`config.mk`:
```
export PLATFORM = sky130hd
export DESIGN_NAME = ecim_top
export DESIGN_NICKNAME = d
export VERILOG_FILES = /design/src/ecim_pkg.sv /design/src/ecim_time_if.sv /design/src/ecim_cipher_time.sv /design/src/ecim_top.sv
export SDC_FILE = /design/constraint.sdc
export NUM_CORES = 1
export LEC_CHECK = 0
export BUFFER_PORTS_ARGS = -buffer_cell sky130_fd_sc_hd__clkbuf_2
export CORE_AREA = 4 4 257 259
export CTS_CLUSTER_DIAMETER = 80
export DETAILED_ROUTE_END_ITERATION = 10
export DIE_AREA = 0 0 261 263
export PLACE_DENSITY = 0.7
export SLEW_MARGIN = 20
export SYNTH_ARGS = -nofsm -noshare
export SYNTH_HDL_FRONTEND = slang
export SYNTH_SLANG_ARGS = --single-unit
export TNS_END_PERCENT = 30
```
`constraint.sdc`:
```
create_clock -name ref_clk_i -period 6.5 [get_ports ref_clk_i]
set_clock_uncertainty 0.05 [all_clocks]
set_input_delay 1.3 -clock ref_clk_i [delete_from_list [all_inputs] [get_ports ref_clk_i]]
set_output_delay 1.3 -clock ref_clk_i [all_outputs]
set_load 0.03 [all_outputs]
```
`src/ecim_pkg.sv`:
```
/*
 * Shared constants and types for the envelope cipher vector and mask block.
 * Assumes a single 40 MHz clock and 72-bit words of 8 flags and 8 octets.
 */
`default_nettype none

package ecim_pkg;

	// ----------------------------------------------------------------
	// Word and vector layout
	// ----------------------------------------------------------------
	localparam int WORD_W      = 72;
	localparam int DATA_W      = 64;
	localparam int CTRL_LSB    = 64;
	localparam int BLOCK_W     = 128;
	localparam int ADDR_W      = 48;
	localparam int TIME_W      = 48;
	localparam int LOCAL_W     = 32;
	localparam int LANE_FLD_W  = 16;
	localparam int BLKCNT_W    = 16;
	localparam int LEN_W       = 16;
	localparam int ALIGN_W     = 6;

	// ----------------------------------------------------------------
	// Counts and reset values
	// ----------------------------------------------------------------
	localparam int ECIM_LANES          = 4;
	localparam int ECIM_PACING_RUN     = 33;
	localparam int ECIM_CLK_NS         = 25;
	localparam int ECIM_TICK_NS        = 100;
	localparam int ECIM_TICK_CYCLES    =
		(ECIM_TICK_NS / ECIM_CLK_NS) < 1 ? 1 :
		(ECIM_TICK_NS / ECIM_CLK_NS);
	localparam logic [BLKCNT_W-1:0] BLKCNT_RST = 16'h0000;
	localparam logic [TIME_W-1:0]   TIME_RST   = 48'h0000_0000_0000;
	localparam logic [LEN_W-1:0]    LEN_RST    = 16'h0000;

	// ----------------------------------------------------------------
	// Word kinds on the stream
	// ----------------------------------------------------------------
	typedef enum logic [2:0] {
		KIND_HEADER,
		KIND_PAYLOAD,
		KIND_PACING,
		KIND_BETWEEN_ENV,
		KIND_BETWEEN_BURST
	} ecim_kind_t;

	// Octet mask of one word: FF for data, 00 for control octets
	function automatic logic [DATA_W-1:0] word_mask(
		input logic [7:0] flags);
		logic [DATA_W-1:0] m;
		m = '0;
		for (int i = 0; i < 8; i++) begin
			m[DATA_W-1-8*i -: 8] = flags[7-i] ? 8'h00 : 8'hFF;
		end
		return m;
	endfunction

endpackage

`default_nettype wire

```
`src/ecim_time_if.sv`:
```
/*
 * Carrier of the protocol tick and both cipher times.
 * Assumes source and sink share the block clock.
 */
`timescale 1ns/1ps
`default_nettype none

interface ecim_time_if;
	logic                       tick;
	logic [ecim_pkg::TIME_W-1:0] tx_time;
	logic [ecim_pkg::TIME_W-1:0] rx_time;

	modport src (output tick, output tx_time, output rx_time);
	modport snk (input tick, input tx_time, input rx_time);
endinterface

`default_nettype wire

```
`src/ecim_cipher_time.sv`:
```
/*
 * Transmit and receive cipher time counters with protocol tick divider.
 * Assumes the round-trip offset comes from same-clock logic.
 */
`timescale 1ns/1ps
`default_nettype none

module ecim_cipher_time
	import ecim_pkg::*;
#(
	parameter int TICK_CYCLES = ECIM_TICK_CYCLES
) (
	// Clock and reset
	input  wire logic              ref_clk_i,
	input  wire logic              rst_i,
	// Offset load
	input  wire logic [TIME_W-1:0] rtt_i,
	input  wire logic              rtt_load_i,
	// Times out
	ecim_time_if.src               time_if
);

	localparam int DIV_W = $clog2(TICK_CYCLES + 1);
	localparam logic [DIV_W-1:0] DIV_LAST = DIV_W'(TICK_CYCLES - 1);

	logic [DIV_W-1:0]  div_q;
	logic [TIME_W-1:0] tx_q;
	logic [TIME_W-1:0] rx_q;
	wire               tick = (div_q == DIV_LAST);

	// ----------------------------------------------------------------
	// Tick divider and counters
	// ----------------------------------------------------------------
	always_ff @(posedge ref_clk_i) begin
		if (rst_i) begin
			div_q <= '0;
		end else begin
			div_q <= tick ? '0 : div_q + 1'b1;
		end
	end

	// Carry from the low 32 bits runs into the 16-bit extension
	always_ff @(posedge ref_clk_i) begin
		if (rst_i) begin
			tx_q <= TIME_RST;
		end else if (tick) begin
			tx_q <= tx_q + 1'b1;
		end
	end

	// Separate counter, same tick, offset by the round trip
	always_ff @(posedge ref_clk_i) begin
		if (rst_i) begin
			rx_q <= TIME_RST;
		end else if (rtt_load_i) begin
			rx_q <= tx_q - rtt_i + (tick ? 1'b1 : 1'b0);
		end else if (tick) begin
			rx_q <= rx_q + 1'b1;
		end
	end

	assign time_if.tick    = tick;
	assign time_if.tx_time = tx_q;
	assign time_if.rx_time = rx_q;

	// ----------------------------------------------------------------
	// Checks
	// ----------------------------------------------------------------
	chk_time_carry: assert property (
		@(posedge ref_clk_i) disable iff (rst_i)
		tick && tx_q[LOCAL_W-1:0] == 32'hFFFF_FFFF |=>
		tx_q[TIME_W-1:LOCAL_W] == $past(tx_q[TIME_W-1:LOCAL_W]) + 1'b1
		&& tx_q[LOCAL_W-1:0] == 32'h0000_0000)
		else $error("Cipher time extension missed a carry");

	chk_time_step: assert property (
		@(posedge ref_clk_i) disable iff (rst_i)
		tick |=> tx_q == $past(tx_q) + 48'h0000_0000_0001)
		else $error("Transmit cipher time did not step on tick");

	chk_rx_offset: assert property (
		@(posedge ref_clk_i) disable iff (rst_i)
		!rtt_load_i ##1 !rtt_load_i |->
		(tx_q - rx_q) == $past(tx_q - rx_q))
		else $error("Receive cipher time drifted from transmit time");

endmodule

`default_nettype wire

```
`src/ecim_top.sv`:
```
/*
 * Per-lane vector derivation, block alignment and keystream masking.
 * Assumes an external cipher turns ctr_block_o into keystream_i in the
 * same cycle, and stream inputs come from logic on the same clock.
 */
`timescale 1ns/1ps
`default_nettype none

// Notes on behaviour
// - Transmit vector: lane, own station address, latched tx time, counter 0.
// - Receive vector: lane, head-end address, latched rx time, counter 0.
// - Receive vector is derived per lane whenever a header arrives there with dir_rx_i high.
// - Payload is handled as successive 128-bit cipher blocks.
// - Two payload words form a block; an odd last block holds one word.
// - First block starts right after the header; header passes unchanged.
// - Pacing filler comes in runs of 33 words for parity room.
// - Pacing filler bypasses the cipher and never shifts block alignment.
// - Pacing filler is left out of the tracked envelope length.
// - Between-envelope filler bypasses the cipher and leaves alignment alone.
// - Between-burst filler bypasses the cipher and leaves alignment alone.
// - Terminate and idle control characters pass through unmodified.
// - A word is 72 bits: 8 control flags and 8 octets.
// - Flag 1 marks a control octet left clear; others are enciphered.
// - Mask octet FF for data, 00 for control; all-control word gets zero.
// - Each word's mask fills its own half of a 128-bit keystream mask; the other half is zero.
// - Tx cipher time is 48 bits; low 32-bit carry bumps the top 16.
// - Rx cipher time is a separate 48-bit counter offset by round trip.
// - Vector derivation completes within one protocol tick of the header.
// - Transmit vector is derived per lane whenever a header arrives there with dir_rx_i low.
module ecim_top
	import ecim_pkg::*;
#(
	parameter int LANES       = ECIM_LANES,
	parameter int TICK_CYCLES = ECIM_TICK_CYCLES,
	parameter int LW          = (LANES > 1) ? $clog2(LANES) : 1
) (
	// Clock and reset
	input  wire logic                ref_clk_i,
	input  wire logic                rst_i,
	// Configuration
	input  wire logic                dir_rx_i,
	input  wire logic [ADDR_W-1:0]   station_address_i,
	input  wire logic [ADDR_W-1:0]   headend_address_i,
	input  wire logic [TIME_W-1:0]   rtt_i,
	input  wire logic                rtt_load_i,
	// Stream in
	input  wire logic                in_valid_i,
	input  wire ecim_kind_t          in_kind_i,
	input  wire logic [LW-1:0]       in_lane_i,
	input  wire logic [WORD_W-1:0]   in_word_i,
	// Cipher core
	output logic [BLOCK_W-1:0]       ctr_block_o,
	input  wire logic [BLOCK_W-1:0]  keystream_i,
	// Stream out
	output logic                     out_valid_o,
	output ecim_kind_t               out_kind_o,
	output logic [LW-1:0]            out_lane_o,
	output logic [WORD_W-1:0]        out_word_o,
	output logic                     out_ciphered_o,
	output logic [LEN_W-1:0]         env_len_o,
	output logic                     pacing_short_o,
	// Cipher times
	output logic [TIME_W-1:0]        tx_time_o,
	output logic [TIME_W-1:0]        rx_time_o
);

	// ----------------------------------------------------------------
	// Cipher times
	// ----------------------------------------------------------------
	ecim_time_if time_if ();

	ecim_cipher_time #(
		.TICK_CYCLES (TICK_CYCLES)
	) u_time (
		.ref_clk_i  (ref_clk_i),
		.rst_i      (rst_i),
		.rtt_i      (rtt_i),
		.rtt_load_i (rtt_load_i),
		.time_if    (time_if)
	);

	assign tx_time_o = time_if.tx_time;
	assign rx_time_o = time_if.rx_time;

	// ----------------------------------------------------------------
	// Per-lane state, and one pacing run counter shared by all lanes
	// ----------------------------------------------------------------
	logic [TIME_W-1:0]   ts_q   [LANES];
	logic [BLKCNT_W-1:0] blk_q  [LANES];
	logic                half_q [LANES];
	logic                env_q  [LANES];
	logic [LEN_W-1:0]    len_q  [LANES];
	logic [5:0]          pace_q;

	// ----------------------------------------------------------------
	// Decode and selection
	// ----------------------------------------------------------------
	wire                is_hdr  = in_valid_i && in_kind_i == KIND_HEADER;
	wire                is_pay  = in_valid_i && in_kind_i == KIND_PAYLOAD
	                              && env_q[in_lane_i];
	wire                is_pace = in_valid_i && in_kind_i == KIND_PACING;
	wire                is_gap  = in_valid_i
	                              && (in_kind_i == KIND_BETWEEN_ENV
	                              || in_kind_i == KIND_BETWEEN_BURST);
	wire [TIME_W-1:0]   hdr_time = dir_rx_i ? time_if.rx_time
	                                        : time_if.tx_time;
	wire [ADDR_W-1:0]   addr_sel = dir_rx_i ? headend_address_i
	                                        : station_address_i;
	wire                cur_half = half_q[in_lane_i];
	wire [DATA_W-1:0]   wmask    = word_mask(in_word_i[WORD_W-1:CTRL_LSB]);
	wire [BLOCK_W-1:0]  blk_mask = cur_half ? {64'h0000_0000_0000_0000, wmask}
	                                        : {wmask, 64'h0000_0000_0000_0000};
	wire [BLOCK_W-1:0]  ks_mask  = keystream_i & blk_mask;
	wire [DATA_W-1:0]   ks_word  = cur_half ? ks_mask[DATA_W-1:0]
	                                        : ks_mask[BLOCK_W-1:DATA_W];
	wire [DATA_W-1:0]   data_out = is_pay ? in_word_i[DATA_W-1:0] ^ ks_word
	                                      : in_word_i[DATA_W-1:0];
	wire                pace_end = !is_pace && in_valid_i && pace_q != 6'h00;

	// Counter-mode input of the block the current word belongs to
	assign ctr_block_o = {LANE_FLD_W'(in_lane_i), addr_sel,
		ts_q[in_lane_i], blk_q[in_lane_i]};

	// ----------------------------------------------------------------
	// Lane state update
	// ----------------------------------------------------------------
	always_ff @(posedge ref_clk_i) begin
		if (rst_i) begin
			for (int l = 0; l < LANES; l++) begin
				ts_q[l]   <= TIME_RST;
				blk_q[l]  <= BLKCNT_RST;
				half_q[l] <= 1'b0;
				env_q[l]  <= 1'b0;
				len_q[l]  <= LEN_RST;
			end
		end else if (is_hdr) begin
			ts_q[in_lane_i]   <= hdr_time;
			blk_q[in_lane_i]  <= BLKCNT_RST;
			half_q[in_lane_i] <= 1'b0;
			env_q[in_lane_i]  <= 1'b1;
			len_q[in_lane_i]  <= LEN_RST;
		end else if (is_pay) begin
			half_q[in_lane_i] <= !cur_half;
			len_q[in_lane_i]  <= len_q[in_lane_i] + 1'b1;
			if (cur_half) begin
				blk_q[in_lane_i] <= blk_q[in_lane_i] + 1'b1;
			end
		end else if (is_gap) begin
			env_q[in_lane_i] <= 1'b0;
		end
	end

	// Pacing run length watch
	always_ff @(posedge ref_clk_i) begin
		if (rst_i) begin
			pace_q <= 6'h00;
		end else if (is_pace && pace_q != 6'h3F) begin
			pace_q <= pace_q + 1'b1;
		end else if (is_pace) begin
			// Saturate so an overlong run still ends as short
			pace_q <= pace_q;
		end else if (in_valid_i) begin
			pace_q <= 6'h00;
		end
	end

	// ----------------------------------------------------------------
	// Output stage
	// ----------------------------------------------------------------
	always_ff @(posedge ref_clk_i) begin
		if (rst_i) begin
			out_valid_o    <= 1'b0;
			out_kind_o     <= KIND_BETWEEN_BURST;
			out_lane_o     <= '0;
			out_word_o     <= '0;
			out_ciphered_o <= 1'b0;
			env_len_o      <= LEN_RST;
			pacing_short_o <= 1'b0;
		end else begin
			out_valid_o    <= in_valid_i;
			out_kind_o     <= in_kind_i;
			out_lane_o     <= in_lane_i;
			// Flags always copied; only data octets can change
			out_word_o     <= {in_word_i[WORD_W-1:CTRL_LSB],
				data_out};
			out_ciphered_o <= is_pay;
			env_len_o      <= is_pay ? len_q[in_lane_i] + 1'b1
			                         : len_q[in_lane_i];
			pacing_short_o <= pace_end
				&& pace_q != 6'(ECIM_PACING_RUN);
		end
	end

	// ----------------------------------------------------------------
	// Checks
	// ----------------------------------------------------------------
	chk_hdr_tx_time: assert property (
		@(posedge ref_clk_i) disable iff (rst_i)
		is_hdr && !dir_rx_i |=>
		ts_q[$past(in_lane_i)] == $past(time_if.tx_time)
		&& blk_q[$past(in_lane_i)] == BLKCNT_RST)
		else $error("Transmit vector not latched from tx time");

	chk_hdr_rx_time: assert property (
		@(posedge ref_clk_i) disable iff (rst_i)
		is_hdr && dir_rx_i |=>
		ts_q[$past(in_lane_i)] == $past(time_if.rx_time)
		&& blk_q[$past(in_lane_i)] == BLKCNT_RST)
		else $error("Receive vector not latched from rx time");

	chk_hdr_bypass: assert property (
		@(posedge ref_clk_i) disable iff (rst_i)
		is_hdr |=> !out_ciphered_o
		&& out_word_o == $past(in_word_i))
		else $error("Header word was altered");

	chk_filler_bypass: assert property (
		@(posedge ref_clk_i) disable iff (rst_i)
		(is_pace || is_gap) |=> !out_ciphered_o
		&& out_word_o == $past(in_word_i)
		&& env_len_o == $past(len_q[in_lane_i]))
		else $error("Filler word was altered or counted");

	chk_align_hold: assert property (
		@(posedge ref_clk_i) disable iff (rst_i)
		(is_pace || is_gap) |=>
		half_q[$past(in_lane_i)] == $past(half_q[in_lane_i])
		&& blk_q[$past(in_lane_i)] == $past(blk_q[in_lane_i]))
		else $error("Filler shifted block alignment");

	chk_ctrl_clear: assert property (
		@(posedge ref_clk_i) disable iff (rst_i)
		in_valid_i |=> ((out_word_o[DATA_W-1:0] ^ $past(in_word_i[DATA_W-1:0]))
		& ~word_mask(out_word_o[WORD_W-1:CTRL_LSB])) == '0
		&& out_word_o[WORD_W-1:CTRL_LSB]
		== $past(in_word_i[WORD_W-1:CTRL_LSB]))
		else $error("Control octet or flag was changed");

	chk_pay_xor: assert property (
		@(posedge ref_clk_i) disable iff (rst_i)
		is_pay && !cur_half |=> out_word_o[DATA_W-1:0]
		== ($past(in_word_i[DATA_W-1:0]) ^ ($past(keystream_i[BLOCK_W-1:DATA_W])
		& word_mask($past(in_word_i[WORD_W-1:CTRL_LSB])))))
		else $error("First word of block used wrong keystream half");

	chk_block_step: assert property (
		@(posedge ref_clk_i) disable iff (rst_i)
		is_pay && cur_half |=>
		blk_q[$past(in_lane_i)] == $past(blk_q[in_lane_i]) + 1'b1
		&& !half_q[$past(in_lane_i)])
		else $error("Block counter did not step after second word");

	chk_pace_run: assert property (
		@(posedge ref_clk_i) disable iff (rst_i)
		pace_end && pace_q == 6'(ECIM_PACING_RUN) |=> !pacing_short_o)
		else $error("Full pacing run flagged short");

	chk_pace_short: assert property (
		@(posedge ref_clk_i) disable iff (rst_i)
		pace_end && pace_q != 6'(ECIM_PACING_RUN) |=> pacing_short_o)
		else $error("Short pacing run not flagged");

	chk_pay_xor_lo: assert property (
		@(posedge ref_clk_i) disable iff (rst_i)
		is_pay && cur_half |=> out_word_o[DATA_W-1:0]
		== ($past(in_word_i[DATA_W-1:0]) ^ ($past(keystream_i[DATA_W-1:0])
		& word_mask($past(in_word_i[WORD_W-1:CTRL_LSB])))))
		else $error("Second word of block used wrong keystream half");

	chk_len_count: assert property (
		@(posedge ref_clk_i) disable iff (rst_i)
		is_pay |=> env_len_o == $past(len_q[in_lane_i]) + 1'b1)
		else $error("Envelope length missed a payload word");

	chk_gap_close: assert property (
		@(posedge ref_clk_i) disable iff (rst_i)
		is_gap |=> !env_q[$past(in_lane_i)])
		else $error("Filler between envelopes left envelope open");

	chk_pay_plain: assert property (
		@(posedge ref_clk_i) disable iff (rst_i)
		in_valid_i && in_kind_i == KIND_PAYLOAD && !env_q[in_lane_i] |=>
		!out_ciphered_o && out_word_o == $past(in_word_i))
		else $error("Payload outside an envelope was altered");

	chk_out_follow: assert property (
		@(posedge ref_clk_i) disable iff (rst_i)
		!$past(rst_i) |-> out_valid_o == $past(in_valid_i)
		&& out_kind_o == $past(in_kind_i) && out_lane_o == $past(in_lane_i))
		else $error("Output stage lost step with input");

	cov_header: cover property (@(posedge ref_clk_i) disable iff (rst_i)
		is_hdr ##2 is_pay ##2 is_pay);
	cov_pace_mid: cover property (@(posedge ref_clk_i) disable iff (rst_i)
		is_pay && !cur_half ##2 is_pace);
	cov_odd_tail: cover property (@(posedge ref_clk_i) disable iff (rst_i)
		is_pay && !cur_half ##2 is_gap);
	cov_tick_hdr: cover property (@(posedge ref_clk_i) disable iff (rst_i)
		is_hdr && time_if.tick);

endmodule

`default_nettype wire

```
==> results of run 1 <==
cells by family (layout without fill, tap and decap cells):
family / after synthesis / after routing / synth area share
AO/OA/AOI/OAI: 295 / 295 / 0.0691
AND/OR/NAND/NOR: 1025 / 1025 / 0.161
adder cells (fa/ha/maj): 104 / 104 / 0.0474
multiplexers: 182 / 182 / 0.105
XOR/XNOR: 236 / 236 / 0.0749
buffers and inverters: 263 / 906 / 0.0397
other: 1 / 18 / 0.000136
flip-flops: 529 / 529 / 0.503
power groups by stage:
stage	clock, mW	combinational [mW]	sequential (mW)
after floorplan	0	0.606	3.92
after global placement	0	1.11	3.84
final	3.61	1.11	3.77
after detailed placement	0	1.12	3.84
after CTS	3.67	1.12	3.77
after global routing	3.81	1.19	3.78
per-layer routing:
layer  up-vias  wire length (um)
li1      10366                 -
met1     10496             34700
met2       996             46100
met3       171              6580
met4         0              4780
met5         -                 0
layout make-up:
class / instances / share of cell area
sequential: 529 / 0.411
multi-input combinational: 1856 / 0.376
timing repair buffer: 686 / 0.105
clock buffer: 71 / 0.0476
tap: 855 / 0.0317
clock inverter: 37 / 0.0158
inverter: 112 / 0.0124
antenna: 4 / 0.000296
through the flow:
step	total power [mW]	util	instances
5_1_grt	8.78	0.529	4148
4_1_cts	8.57	0.529	4146
3_5_place_dp	4.96	0.495	4038
2_1_floorplan	4.53	-	2648
6_report	8.49	0.529	4150
3_3_place_gp	4.95	0.495	4038
sequential cells by signal, indices dropped and copies added (netlist names), 2 cells and up:
signal	count
out_kind_o	3
env_q	4
u_time.time_if.tx_time	48
u_time.div_q	3
out_lane_o	2
out_word_o	72
pace_q	6
ts_q	192
len_q	64
env_len_o	16
blk_q	64
half_q	4
u_time.time_if.rx_time	48
worst reg2reg max path, delay by kind of cell (launching register included):
family,cells,cell delay [ns]
AND/OR/NAND/NOR,3,0.43
adder cells (fa/ha/maj),5,1.16
AO/OA/AOI/OAI,7,2.00
flip-flops,1,0.33
buffers and inverters,4,0.50
placed cells by master (no fill, tap or decap), types with 35 or more instances in the layout:
cell type	instances
dfxtp_1	201
nor2_1	503
clkbuf_16	60
edfxtp_1	328
ha_1	103
mux2_2	49
mux4_2	81
nand2_1	266
inv_1	110
mux2i_1	51
xnor2_1	148
a211oi_1	40
clkbuf_2	656
a21oi_1	121
xor2_1	88
nand3_1	58
nand4_1	35
path summary, 6_finish.rpt:
path | startpoint | to | slack (ns) | cells past startpoint
setup / recovery | in_lane_i[1] | blk_q[1][5]$_SDFFCE_PN0P_ | 1.71 | 10
setup reg to reg | u_time.div_q[0]$_SDFF_PP0_ | u_time.time_if.rx_time[42]$_SDFFE_PP0P_ | 2.02 | 19
hold reg to reg | u_time.div_q[0]$_SDFF_PP0_ | u_time.div_q[0]$_SDFF_PP0_ | 0.38 | 1
hold / removal | u_time.div_q[0]$_SDFF_PP0_ | u_time.div_q[0]$_SDFF_PP0_ | 0.38 | 1
==> flow_summary_export.csv, run 1 <==
group,metric,value,unit
status,status,"finished, final reports clean",
setup_path,crit_path_start_kind,"input pin",
synth,synth-seq-cells,529,
cts,insertion_delay,0.63,ns
sta,layout_min_cycle_time,4.79,ns
grt,grt_overflow,0,
layout,fin_area,0.0338,mm^2
sta,setup_slack,1.71,ns
pwr,switching_share,0.268,
pwr,p_seq_frac,0.444,
layout,regArea,0.0139,mm^2
sta,setup-tns-final,0,ns
setup_path,crit_type,"input pin to register",
cts,h-tree-depth,2,
routing,via_per_inst,5.31,
pwr,peakVddDrop,234,uV
die,initial_utilization,0.432,
sta,finalHoldViolations,0,
cts,cts_root_buffer,"clkbuf_16",
synth,synth-main-ff-cell,"edfxtp_1",
sta,rsz0062_at_grt,"no",
setup_path,cpMaxStageDelayCell,"nand2_1",
grt,busiest_layer,"met2",
cts,cts_sinks,529,
synth,synthTopCellsByArea,"edfxtp_1, dfxtp_1, nor2_1",
placed_design,dp_hpwl,67.9,mm
layout,drive_gt1_frac,0.290,
die,ios,674,
routing,drt_iter0_markers,1547,
worst_hold_path,min_path_type,"register to register",
sta,holdWs,0.379,ns
grt,grt_util_met2,0.459,
routing,dr.pass1.iters,5,
cts,post_cts_buffers,0,
placed_design,pre_cts_ws,1.06,ns
cts,cts_hold_buf,0,
sta,final_max_slew_viol_count,0,
grt,use_met1,0.308,
cts,cts_tree,"yes",
die,dieArea,0.0686,mm^2
placed_design,globalplace.congestion,0.932,
cts,numCtsBuffers,57,
synth,synth.top_cell.area_share,0.357,
die,dieWidth,261,um
synth,syn_inst,2635,
routing,final_antenna_net_count,0,
synth,synth_common_cells,"nor2_1, edfxtp_1, nand2_1",
setup_path,path_common_cell,"nand2_1",
synth,ys.warnings.count,0,
flow_run,max-cap-violations,0,
pwr,power_frac_comb,0.131,
sta,relSlewSlack,0.308,
synth,synth-edff-count,328,
pwr,intPower,6.22,mW
grt,grt_pass1_vias,21856,
routing,drc,0,
layout,nets,3700,
die,die_h,263,um
die,rows,93,
setup_path,end_kind,"register",
cts,clockBufferDepth,3,
routing,wl,92.1,mm
grt,grt_max_degree,90,
sta,fmax,209,MHz
pwr,p_leak,14.4,nW
placed_design,place.port_buffers,659,
grt,grt.total_usage,0.259,
pwr,p_clk_frac,0.425,
layout,syn_to_final_growth,22.4,%
sta,min_period_over_period,0.737,
grt,antenna_found_initial,2,
synth,yosysTopAreaCell,"edfxtp_1",
synth,ys_seq_area_frac,0.503,
die,core_area,0.0639,mm^2
synth,avgSynthCellArea,10.5,um^2
synth,synth.most_common_cell,"nor2_1",
cts,cts_resized,0,
layout,multiInputGateArea,0.0127,mm^2
synth,ys_types,77,
routing,routedWlPerCell,22.2,um
sta,setup_viol,0,
sta,worst_pin_slew,1.04,ns
pwr,p_sw,2.27,mW
synth,async_flop_share,0,
cts,clkTransAtPathRegs,0.06,ns
setup_path,worstPathCellList,"buf_4 > mux4_2 > and4b_1 > buf_4 > nand2_1 > inv_2 > nand2_1 > nand2_1 > nand2_1 > nand2_1",
setup_path,cp.arrival,5.00,ns
setup_path,crit_family,"simple AND/OR/NAND/NOR gates",
layout,nFillCells,5580,
grt,grt_first_pass_wirelength,135,mm
placed_design,place_area,0.0316,mm^2
setup_path,critical-path-max-stage-delay,0.82,ns
pwr,power_density,251,mW/mm^2
synth,syn-cell-area,0.0276,mm^2
grt,met3_usage,0.0389,
setup_path,path_buf_inv,3,
setup_path,cp_max_fo,39,
setup_path,required,6.71,ns
routing,dr_total_vias,22029,
Power figures use the tool's default switching activity.
==> inputs of run 2 (changes only) <==
==> constraint.sdc (replaced) <==
create_clock -name ref_clk_i -period 4 [get_ports ref_clk_i]
set_clock_uncertainty 0.05 [all_clocks]
set_input_delay 0.8 -clock ref_clk_i [delete_from_list [all_inputs] [get_ports ref_clk_i]]
set_output_delay 0.8 -clock ref_clk_i [all_outputs]
set_load 0.03 [all_outputs]
==> flow_summary_export.csv, run 2 (synthesized netlist as in run 1, its figures left out) <==
group,metric,value,unit
layout,final_common_cell,"clkbuf_2",
cts,h-tree-depth,2,
sta,min_period_over_period,0.935,
routing,met2_length,47.2,mm
pwr,power_density,388,mW/mm^2
grt,grt_overflow,0,
routing,drt-met1-wl,34.0,mm
die,die_h,263,um
die,initial_utilization,0.432,
layout,nets,3767,
layout,reg_top3,"ts_q: 192 flops, out_word_o: 72 flops",
layout,largest_reg_flops,192,
setup_path,crit_path_start_kind,"register",
die,rows,93,
layout,post-route-util,0.535,
cts,insertion_delay,0.63,ns
layout,top_register,"ts_q",
status,status,"finished, final reports clean",
layout,drive_gt1_frac,0.300,
sta,setup-tns-final,0,ns
cts,numCtsBuffers,56,
placed_design,pre_cts_ws,-0.0274,ns
routing,dr_total_vias,22278,
grt,antenna_found_initial,8,
sta,layout_min_cycle_time,3.74,ns
routing,dr.pass1.iters,6,
setup_path,crit_type,"register to register",
sta,setup_viol,0,
cts,clkTransAtPathRegs,0.06,ns
cts,cts_root_buffer,"clkbuf_16",
cts,post_cts_buffers,0,
setup_path,end_kind,"register",
layout,final_cell_mix,"clkbuf_2, nor2_1, edfxtp_1",
sta,rsz0062_at_grt,"no",
worst_hold_path,min_path_type,"input pin to register",
sta,finalHoldViolations,0,
setup_path,cp_max_fo,4,
die,ios,674,
placed_design,place.port_buffers,659,
sta,worst_pin_slew,0.860,ns
pwr,peakVddDrop,385,uV
setup_path,cp.arrival,4.22,ns
cts,cts_tree,"yes",
grt,grt_max_degree,83,
routing,route.met3.wl,6.87,mm
die,dieArea,0.0686,mm^2
die,dieWidth,261,um
pwr,p_leak,14.7,nW
layout,fin_area,0.0342,mm^2
sta,final_max_slew_viol_count,0,
cts,clockBufferDepth,3,
placed_design,globalplace.congestion,0.963,
cts,cts_sinks,529,
placed_design,dp_hpwl,70.6,mm
routing,highest_layer,"met5",
routing,final_antenna_net_count,0,
placed_design,place_area,0.0322,mm^2
grt,grt_pass1_vias,22068,
flow_run,max-cap-violations,0,
grt,grt.total_usage,0.261,
routing,via_per_inst,5.28,
grt,grt_first_pass_wirelength,136,mm
routing,drt_iter0_markers,1504,
sta,fmax,267,MHz
sta,relSlewSlack,0.425,
setup_path,required,4.48,ns
layout,syn_to_final_growth,23.8,%
routing,routedWlPerCell,22.2,um
sta,setup_slack,0.260,ns
routing,wl,93.5,mm
pwr,power,13.2,mW
die,core_area,0.0639,mm^2
routing,drc,0,
-- run 2: cell count changes in the layout (fill, tap and decap cells not counted), moves of 4 or more --
| cell | before | now |
|---|---|---|
| clkinv_4 | 4 | 0 |
| clkbuf_1 | 3 | 13 |
| buf_12 | 2 | 10 |
| bufinv_16 | 9 | 4 |
| buf_4 | 27 | 87 |
| clkinv_1 | 3 | 10 |
-- run 2: final timing paths --
kind                                            startpoint  cells past startpoint  slack [ns]                                      end
worst max-delay path            u_time.div_q[0]$_SDFF_PP0_                     16        0.26  u_time.time_if.rx_time[47]$_SDFFE_PP0P_
worst min-delay path                         in_word_i[57]                      3        0.37                out_word_o[57]$_SDFF_PP0_
worst max register to register  u_time.div_q[0]$_SDFF_PP0_                     16        0.26  u_time.time_if.rx_time[47]$_SDFFE_PP0P_
worst min register to register  u_time.div_q[0]$_SDFF_PP0_                      1        0.39               u_time.div_q[0]$_SDFF_PP0_
-- run 2: cell type report --
cell class | count | area, um^2
inverters | 112 | 420
flip-flops and latches | 529 | 13900
well taps | 855 | 1070
multi-input cells | 1856 | 12700
fillers | 5692 | 29700
clock inverters | 25 | 275
repair buffers | 754 | 4150
diodes | 5 | 12.5
clock buffers | 80 | 1610
-- run 2: what timing repair did --
action                                  CTS  global route
resized for setup                         0             7
endpoints found under the setup margin    0             6
hold buffers                              0             0
-- run 2: metal layers --
| metal | vias to the layer above | GRT usage |
|---|---|---|
| li1 | 10513 | - |
| met1 | 10611 | 0.297 |
| met2 | 962 | 0.468 |
| met3 | 190 | 0.0471 |
| met4 | 2 | 0.131 |
| met5 | - | 0 |
-- run 2: worst max-delay path, stage by stage (launching register included) --
cell,delay (ns)
dfxtp_1,0.32
ha_1,0.20
ha_1,0.19
inv_1,0.10
ha_1,0.21
inv_1,0.06
ha_1,0.32
a211oi_4,0.26
o21bai_4,0.10
o211ai_2,0.18
and3_4,0.24
o21ai_2,0.08
a2111o_1,0.47
a41o_4,0.33
a21oi_4,0.17
a211oi_1,0.13
a2111oi_4,0.26
-- run 2: stage by stage --
stage          std cells  hold slack [ns]
2_1_floorplan       2648            0.354
3_3_place_gp        4106            0.364
3_5_place_dp        4106            0.382
4_1_cts             4211            0.332
5_1_grt             4215            0.364
6_report            4216            0.366
-- run 2: power breakdown --
group	total (mW)	leakage, nW	switching [mW]	internal (mW)
registers	6.13	5.05	0.136	6.00
logic	1.86	8.71	1.21	0.649
clock network	5.26	0.909	2.20	3.06
